==> src/rtl/adc_reset_pkg.sv <==
package adc_reset_pkg;

    // ------------------------------------------------------------
    // timing
    // ------------------------------------------------------------
    localparam int CLK_PERIOD_PS = 4000;
    localparam int RESET_PIN_MIN_NS = 25;
    localparam int RESET_PIN_MIN_CYC =
        (RESET_PIN_MIN_NS * 1000 + CLK_PERIOD_PS - 1) / CLK_PERIOD_PS;
    localparam int RECOVERY_US = 2;
    localparam int RECOVERY_CYC =
        (RECOVERY_US * 1000000 + CLK_PERIOD_PS - 1) / CLK_PERIOD_PS;
    localparam int CONV_CLK_KHZ = 12000;
    localparam int CONV_CLK_DIV = (250000 / CONV_CLK_KHZ) / 2;

    // ------------------------------------------------------------
    // configuration word and result
    // ------------------------------------------------------------
    localparam int CFG_W = 12;
    localparam int RESULT_W = 16;
    localparam int SOFT_RESET_POS = 0;
    localparam logic [11:0] CFG_DEFAULT = 12'hFFF;
    localparam int CNT_W = 12;

endpackage

==> src/rtl/adc_reset_if.sv <==
`timescale 1ns/1ps
interface adc_reset_if;
    logic reset_n_line;
    logic frame_select_line;
    logic serial_in_line;
    logic serial_out_line;
    logic conversion_start_strobe;
    logic shift_strobe;

    modport device (
        input reset_n_line,
        input frame_select_line,
        input serial_in_line,
        input conversion_start_strobe,
        input shift_strobe,
        output serial_out_line
    );
    modport host (
        output reset_n_line,
        output frame_select_line,
        output serial_in_line,
        output conversion_start_strobe,
        output shift_strobe,
        input serial_out_line
    );
endinterface

==> src/rtl/adc_reset_device.sv <==
`timescale 1ns/1ps
module adc_reset_device (
    input wire logic clk,
    input wire logic rst,
    adc_reset_if.device link,
    input wire logic [15:0] analog_code,
    output logic [11:0] cfg_word,
    output logic [15:0] result,
    output logic result_valid,
    output logic core_reset,
    output logic conversion_clock
);
    // ------------------------------------------------------------
    // reset sources
    // ------------------------------------------------------------
    logic pin_meta_ff;
    logic pin_sync_ff;
    logic por_done_ff;
    logic soft_req_ff;
    logic [11:0] cfg_ff;

    // rst models power application; por_done drops on it
    always_ff @(posedge clk) begin
        if (rst) begin
            pin_meta_ff <= 1'b1;
            pin_sync_ff <= 1'b1;
        end else begin
            pin_meta_ff <= link.reset_n_line;
            pin_sync_ff <= pin_meta_ff;
        end
    end

    always_ff @(posedge clk) begin
        if (rst) begin
            por_done_ff <= 1'b0;
        end else begin
            por_done_ff <= 1'b1;
        end
    end

    // a 25ns low pulse spans several 4ns edges, so the two-stage sync always sees it
    assign core_reset = !por_done_ff || !pin_sync_ff || soft_req_ff;

    // ------------------------------------------------------------
    // serial configuration write
    // ------------------------------------------------------------
    logic [4:0] bit_cnt_ff;
    logic [11:0] shreg_ff;
    logic frame_d_ff;
    logic first_access_ff;
    logic [15:0] out_sh_ff;
    logic sdo_ff;

    always_ff @(posedge clk) begin
        if (rst || core_reset) begin
            bit_cnt_ff <= '0;
            shreg_ff <= '0;
        end else if (link.frame_select_line) begin
            bit_cnt_ff <= '0;
        end else if (link.shift_strobe && bit_cnt_ff != 5'h1F) begin
            bit_cnt_ff <= bit_cnt_ff + 5'h01;
            shreg_ff <= {shreg_ff[10:0], link.serial_in_line};
        end
    end

    always_ff @(posedge clk) begin
        frame_d_ff <= rst ? 1'b1 : link.frame_select_line;
    end

    wire frame_end = link.frame_select_line && !frame_d_ff;
    wire cfg_write = frame_end && bit_cnt_ff == 5'(adc_reset_pkg::CFG_W);

    always_ff @(posedge clk) begin
        if (rst || core_reset) begin
            cfg_ff <= adc_reset_pkg::CFG_DEFAULT;
            soft_req_ff <= 1'b0;
        end else if (cfg_write) begin
            cfg_ff <= shreg_ff;
            soft_req_ff <= !shreg_ff[adc_reset_pkg::SOFT_RESET_POS];
        end
    end
    assign cfg_word = cfg_ff;

    // ------------------------------------------------------------
    // conversion clock and successive approximation
    // ------------------------------------------------------------
    logic [3:0] div_ff;
    logic conversion_clock_ff;
    logic busy_ff;
    logic [4:0] sar_idx_ff;
    logic [15:0] trial_ff;
    logic [15:0] result_ff;
    logic valid_ff;

    always_ff @(posedge clk) begin
        if (rst || core_reset) begin
            div_ff <= '0;
            conversion_clock_ff <= 1'b0;
        end else if (div_ff == 4'(adc_reset_pkg::CONV_CLK_DIV - 1)) begin
            div_ff <= '0;
            conversion_clock_ff <= !conversion_clock_ff;
        end else begin
            div_ff <= div_ff + 4'h1;
        end
    end
    assign conversion_clock = conversion_clock_ff;
    wire conversion_clock_tick = conversion_clock_ff && div_ff == 4'(adc_reset_pkg::CONV_CLK_DIV - 1);

    always_ff @(posedge clk) begin
        if (rst || core_reset) begin
            busy_ff <= 1'b0;
            sar_idx_ff <= '0;
            trial_ff <= '0;
            result_ff <= '0;
            valid_ff <= 1'b0;
        end else begin
            valid_ff <= 1'b0;
            if (!busy_ff && !link.conversion_start_strobe) begin
                busy_ff <= 1'b1;
                sar_idx_ff <= 5'h0F;
                trial_ff <= 16'h8000;
            end else if (busy_ff && conversion_clock_tick) begin
                // one decision per conversion clock period
                if (analog_code < trial_ff) begin
                    trial_ff[sar_idx_ff[3:0]] <= 1'b0;
                end
                if (sar_idx_ff == 5'h00) begin
                    busy_ff <= 1'b0;
                    valid_ff <= 1'b1;
                    result_ff <= (analog_code < trial_ff) ? trial_ff & ~16'h0001 : trial_ff;
                end else begin
                    trial_ff[sar_idx_ff[3:0] - 4'h1] <= 1'b1;
                    sar_idx_ff <= sar_idx_ff - 5'h01;
                end
            end
        end
    end
    assign result = result_ff;
    assign result_valid = valid_ff;

    // ------------------------------------------------------------
    // serial output
    // ------------------------------------------------------------
    always_ff @(posedge clk) begin
        if (rst || core_reset) begin
            first_access_ff <= 1'b1;
        end else if (frame_end) begin
            first_access_ff <= 1'b0;
        end
    end

    always_ff @(posedge clk) begin
        if (rst || core_reset) begin
            out_sh_ff <= 16'hFFFF;
            sdo_ff <= 1'b1;
        end else if (link.frame_select_line) begin
            // msb already stands on the pin, so the shifter starts one bit further on
            out_sh_ff <= first_access_ff ? 16'hFFFF : {result_ff[14:0], 1'b0};
            sdo_ff <= first_access_ff ? 1'b1 : result_ff[15];
        end else if (link.shift_strobe) begin
            sdo_ff <= out_sh_ff[15];
            out_sh_ff <= {out_sh_ff[14:0], first_access_ff};
        end
    end
    assign link.serial_out_line = sdo_ff;
endmodule // adc_reset_device

==> src/flat_wrapper.sv <==
// flat-port wrapper written by rule: the top's interface ports become plain ports
module adc_reset_device_flat 
  (clk, rst, analog_code, cfg_word, result, result_valid, core_reset, conversion_clock, link_reset_n_line, link_frame_select_line, link_serial_in_line, link_conversion_start_strobe, link_shift_strobe, link_serial_out_line);
  adc_reset_if link_i ();
  input wire logic clk;
  input wire logic rst;
  input wire logic [15:0] analog_code;
  output logic [11:0] cfg_word;
  output logic [15:0] result;
  output logic result_valid;
  output logic core_reset;
  output logic conversion_clock;
  input wire logic [$bits(link_i.reset_n_line)-1:0] link_reset_n_line;
  input wire logic [$bits(link_i.frame_select_line)-1:0] link_frame_select_line;
  input wire logic [$bits(link_i.serial_in_line)-1:0] link_serial_in_line;
  input wire logic [$bits(link_i.conversion_start_strobe)-1:0] link_conversion_start_strobe;
  input wire logic [$bits(link_i.shift_strobe)-1:0] link_shift_strobe;
  output wire logic [$bits(link_i.serial_out_line)-1:0] link_serial_out_line;
  assign link_i.reset_n_line = link_reset_n_line;
  assign link_i.frame_select_line = link_frame_select_line;
  assign link_i.serial_in_line = link_serial_in_line;
  assign link_i.conversion_start_strobe = link_conversion_start_strobe;
  assign link_i.shift_strobe = link_shift_strobe;
  assign link_serial_out_line = link_i.serial_out_line;
  adc_reset_device u_core (.clk(clk), .rst(rst), .link(link_i), .analog_code(analog_code), .cfg_word(cfg_word), .result(result), .result_valid(result_valid), .core_reset(core_reset), .conversion_clock(conversion_clock));
endmodule
==> config.mk <==
export PLATFORM = sky130hd
export DESIGN_NAME = adc_reset_device_flat
export DESIGN_NICKNAME = d
export VERILOG_FILES = /design/src/rtl/adc_reset_pkg.sv /design/src/rtl/adc_reset_if.sv /design/src/rtl/adc_reset_device.sv /design/src/flat_wrapper.sv
export SDC_FILE = /design/constraint.sdc
export NUM_CORES = 1
export LEC_CHECK = 0
export BUFFER_PORTS_ARGS = -buffer_cell sky130_fd_sc_hd__buf_4
export CAP_MARGIN = 25
export CELL_PAD_IN_SITES_DETAIL_PLACEMENT = 0
export CELL_PAD_IN_SITES_GLOBAL_PLACEMENT = 1
export CORE_MARGIN = 2
export CORE_UTILIZATION = 44
export DETAILED_ROUTE_END_ITERATION = 10
export GPL_TIMING_DRIVEN = 0
export PLACE_DENSITY_LB_ADDON = 0.1
export REMOVE_ABC_BUFFERS = 1
export SYNTH_ARGS = -nofsm -noshare
export SYNTH_HDL_FRONTEND = slang
export SYNTH_SLANG_ARGS = --single-unit
==> constraint.sdc <==
create_clock -name clk -period 2.7 [get_ports clk]
set_input_delay 0.54 -clock clk [delete_from_list [all_inputs] [get_ports clk]]
set_output_delay 0.54 -clock clk [all_outputs]
set_load 0.03 [all_outputs]
==> flow_summary.yaml <==
timing:
  fmax_mhz: 417
  relSlewSlack: 0.333
  period_minus_slack_ps: 2400
  period_share: 0.888
  finClkSkew_ps: 11.8
  slew_violations: 0
  setup-tns-final_ps: 0
  grt_setup_unrepaired: "no"
  layout_setup_ws_ps: 302
  hold_slack_ps: 359
  worstMarginPinSlew_ps: 1000
  finalSetupViolations: 0
  hold_viol: 0
floorplanning:
  die_w_um: 105
  ios: 55
  die-area_um2: 11000
  num_rows: 36
  die_h_um: 105
  initial_core_util: 0.457
  coreArea_um2: 9820
power_and_ir_drop:
  clock_power_share: 0.368
  p_switching_mw: 0.660
  max-vdd-ir-drop_mv: 0.247
  internal-power_mw: 1.98
  power_density_nw_per_um2: 512
  total_power_mw: 2.64
  p_leak_nw: 1.84
  p_sw_frac: 0.250
  seqPwrFrac: 0.549
  comb_power_share: 0.083
setup_path:
  endpoint_kind: "register"
  cp.arrival_ps: 2650
  worstPathCellList: "ha_1 -> and3b_1 -> and2_1 -> nor4b_4 -> nand2_1 -> o221a_2"
  r2r_slack_ps: 300
  critPathMaxStageDelay_ps: 410
  path_max_fanout: 10
  crit_slowest_cell: "and2_1"
  worstSetupPathType: "reg2reg"
  cp-start-kind: "register"
  required_ps: 2950
cells_and_area:
  drive_above_1_share: 0.167
  layout.nets: 575
  final_cell_mix: "96 x dfxtp_1, 55 x buf_4, 52 x nand2_1, 27 x o21ai_0, 25 x a21oi_1"
  final_common_cell: "dfxtp_1"
  postLayoutCellArea_um2: 5150
  layout.cells.non_filler: 665
  antenna_cells: 0
  synthToLayoutAreaGrowth_pct: 14.8
  post-route-util: 0.525
place:
  post_dp_cell_area_um2: 4930
  gp_congestion: 0.820
  io_buffers: 54
  dp_slack_ps: 186
  dp.cells: 649
  dp_hpwl_um: 7190
drt:
  drt_iter0_markers: 141
  ant_nets: 0
  wl_per_cell_um: 15.0
  drt-total-wl_um: 9960
  vias: 3533
  firstDrtPassIters: 4
  drc: 0
  routed_via_density: 5.31
worst_hold_path:
  hold_class: "in2reg"
clock_tree:
  clock_latency_ps: 360
  postCtsHoldBufs: 0
  clkSinkCount: 96
  clockBufferDepth: 2
  h-tree-depth: 3
  cts-root-buf: "clkbuf_8"
  tritoncts: "built"
  clk_pin_slew_ps: 100
  numCtsBuffers: 9
grt:
  grt_pass1_wl_um: 16700
  grt_usage: 0.186
  antenna_found_initial: 0
  grt.overflow.total: 0
  grt_max_degree: 39
  grt_pass1_vias: 3290
synthesis:
  synth.avg_cell_area_um2: 9.16
  synthFlopType: "dfxtp_1"
  synth_edf_count: 0
  syn_area_um2: 4490
  ys_seq_elements: 96
  yosys_warnings: 0
  netlist_instances: 490
  synth_cell_types: 60
  seq_area_frac_synth: 0.428
  synth_async_sr_flop_share: 0
flow_run:
  maxCapViolCount: 0
run_status:
  status: "finished, final reports clean"
-- cell families (layout without fill, tap and decap cells) --
group | after synthesis | count (layout) | synth area share
and+or+nand+nor | 174 | 174 | 0.217
AOI/OAI and AO/OA | 118 | 118 | 0.181
DFF | 96 | 96 | 0.428
buffers and inverters | 53 | 95 | 0.0544
adders and majority gates | 24 | 24 | 0.0669
muxes | 13 | 13 | 0.0290
xor gates and xnor gates | 12 | 12 | 0.0234
-- what timing repair did --
item | CTS | global route
endpoints found under the setup margin | 0 | 15
setup buffers | 0 | 1
resized for setup | 0 | 1
-- metal layers --
layer | share of wire | global-route usage | vias to the layer above
met4 | 0.0087 | 0.0457 | 0
met3 | 0.030 | 0.0362 | 11
met5 | 0 | 0 | -
met1 | 0.54 | 0.282 | 1648
li1 | - | - | 1824
met2 | 0.42 | 0.270 | 50
-- area by class of cell --
class / instances / area (um2)
fillers: 966 / 4670
clock buffers: 10 / 138
repair buffers: 57 / 448
well taps: 133 / 166
multi-input cells: 341 / 2330
clock inverters: 5 / 66.3
flip-flops and latches: 96 / 1920
inverters: 23 / 86.3
-- critical path, delay by kind of cell, from the launching register on --
family	cells	cell delay (ps)
fa+ha+maj	1	210
compound gates	1	280
flops	1	380
simple gates	4	1420
-- cell usage after synthesis (4+ instances only) --
library cell	number	share of area
a211oi_1	17	0.028
a21oi_1	25	0.028
a22o_1	15	0.029
a31oi_1	6	0.0084
and2_1	4	0.0056
buf_2	6	0.0067
buf_6	4	0.010
clkbuf_1	17	0.014
dfxtp_1	96	0.43
ha_1	24	0.067
inv_1	23	0.019
mux2i_1	13	0.029
nand2_1	52	0.043
nand2b_1	5	0.0070
nand3_1	8	0.0089
nand4_1	10	0.014
nor2_1	25	0.021
nor2b_1	21	0.029
nor3_1	8	0.0089
nor3b_1	17	0.028
o21ai_0	27	0.030
or2_2	4	0.0056
xnor2_1	6	0.012
xor2_1	6	0.012
-- worst paths after layout --
path,from,to,cells after the start
worst max-delay path,u_core.div_ff[0],u_core.trial_ff[7],6
worst min-delay path,link_reset_n_line,u_core.pin_meta_ff,2
worst max register to register,u_core.div_ff[0],u_core.trial_ff[7],6
worst min register to register,u_core.pin_meta_ff,u_core.pin_sync_ff,1
-- flip-flops by register name (all words and copies together) (netlist names) --
signal	flops
u_core.bit_cnt_ff	5
u_core.busy_ff	1
u_core.cfg_word	12
u_core.conversion_clock	1
u_core.div_ff	4
u_core.first_access_ff	1
u_core.frame_d_ff	1
u_core.link.serial_out_line	1
u_core.out_sh_ff	16
u_core.pin_meta_ff	1
u_core.pin_sync_ff	1
u_core.por_done_ff	1
u_core.result	16
u_core.result_valid	1
u_core.sar_idx_ff	5
u_core.shreg_ff	12
u_core.soft_req_ff	1
u_core.trial_ff	16
-- power groups by stage --
stage / clock [mW] / combinational (mW) / sequential (mW)
CTS: 1.00 / 0.220 / 1.45
finish: 0.970 / 0.220 / 1.45
global placement: 0 / 0.212 / 1.48
global route: 1.07 / 0.248 / 1.45
floorplan: 0 / 0.135 / 1.48
detailed placement: 0 / 0.218 / 1.48
Note: power is estimated with default switching activity, not from simulation.
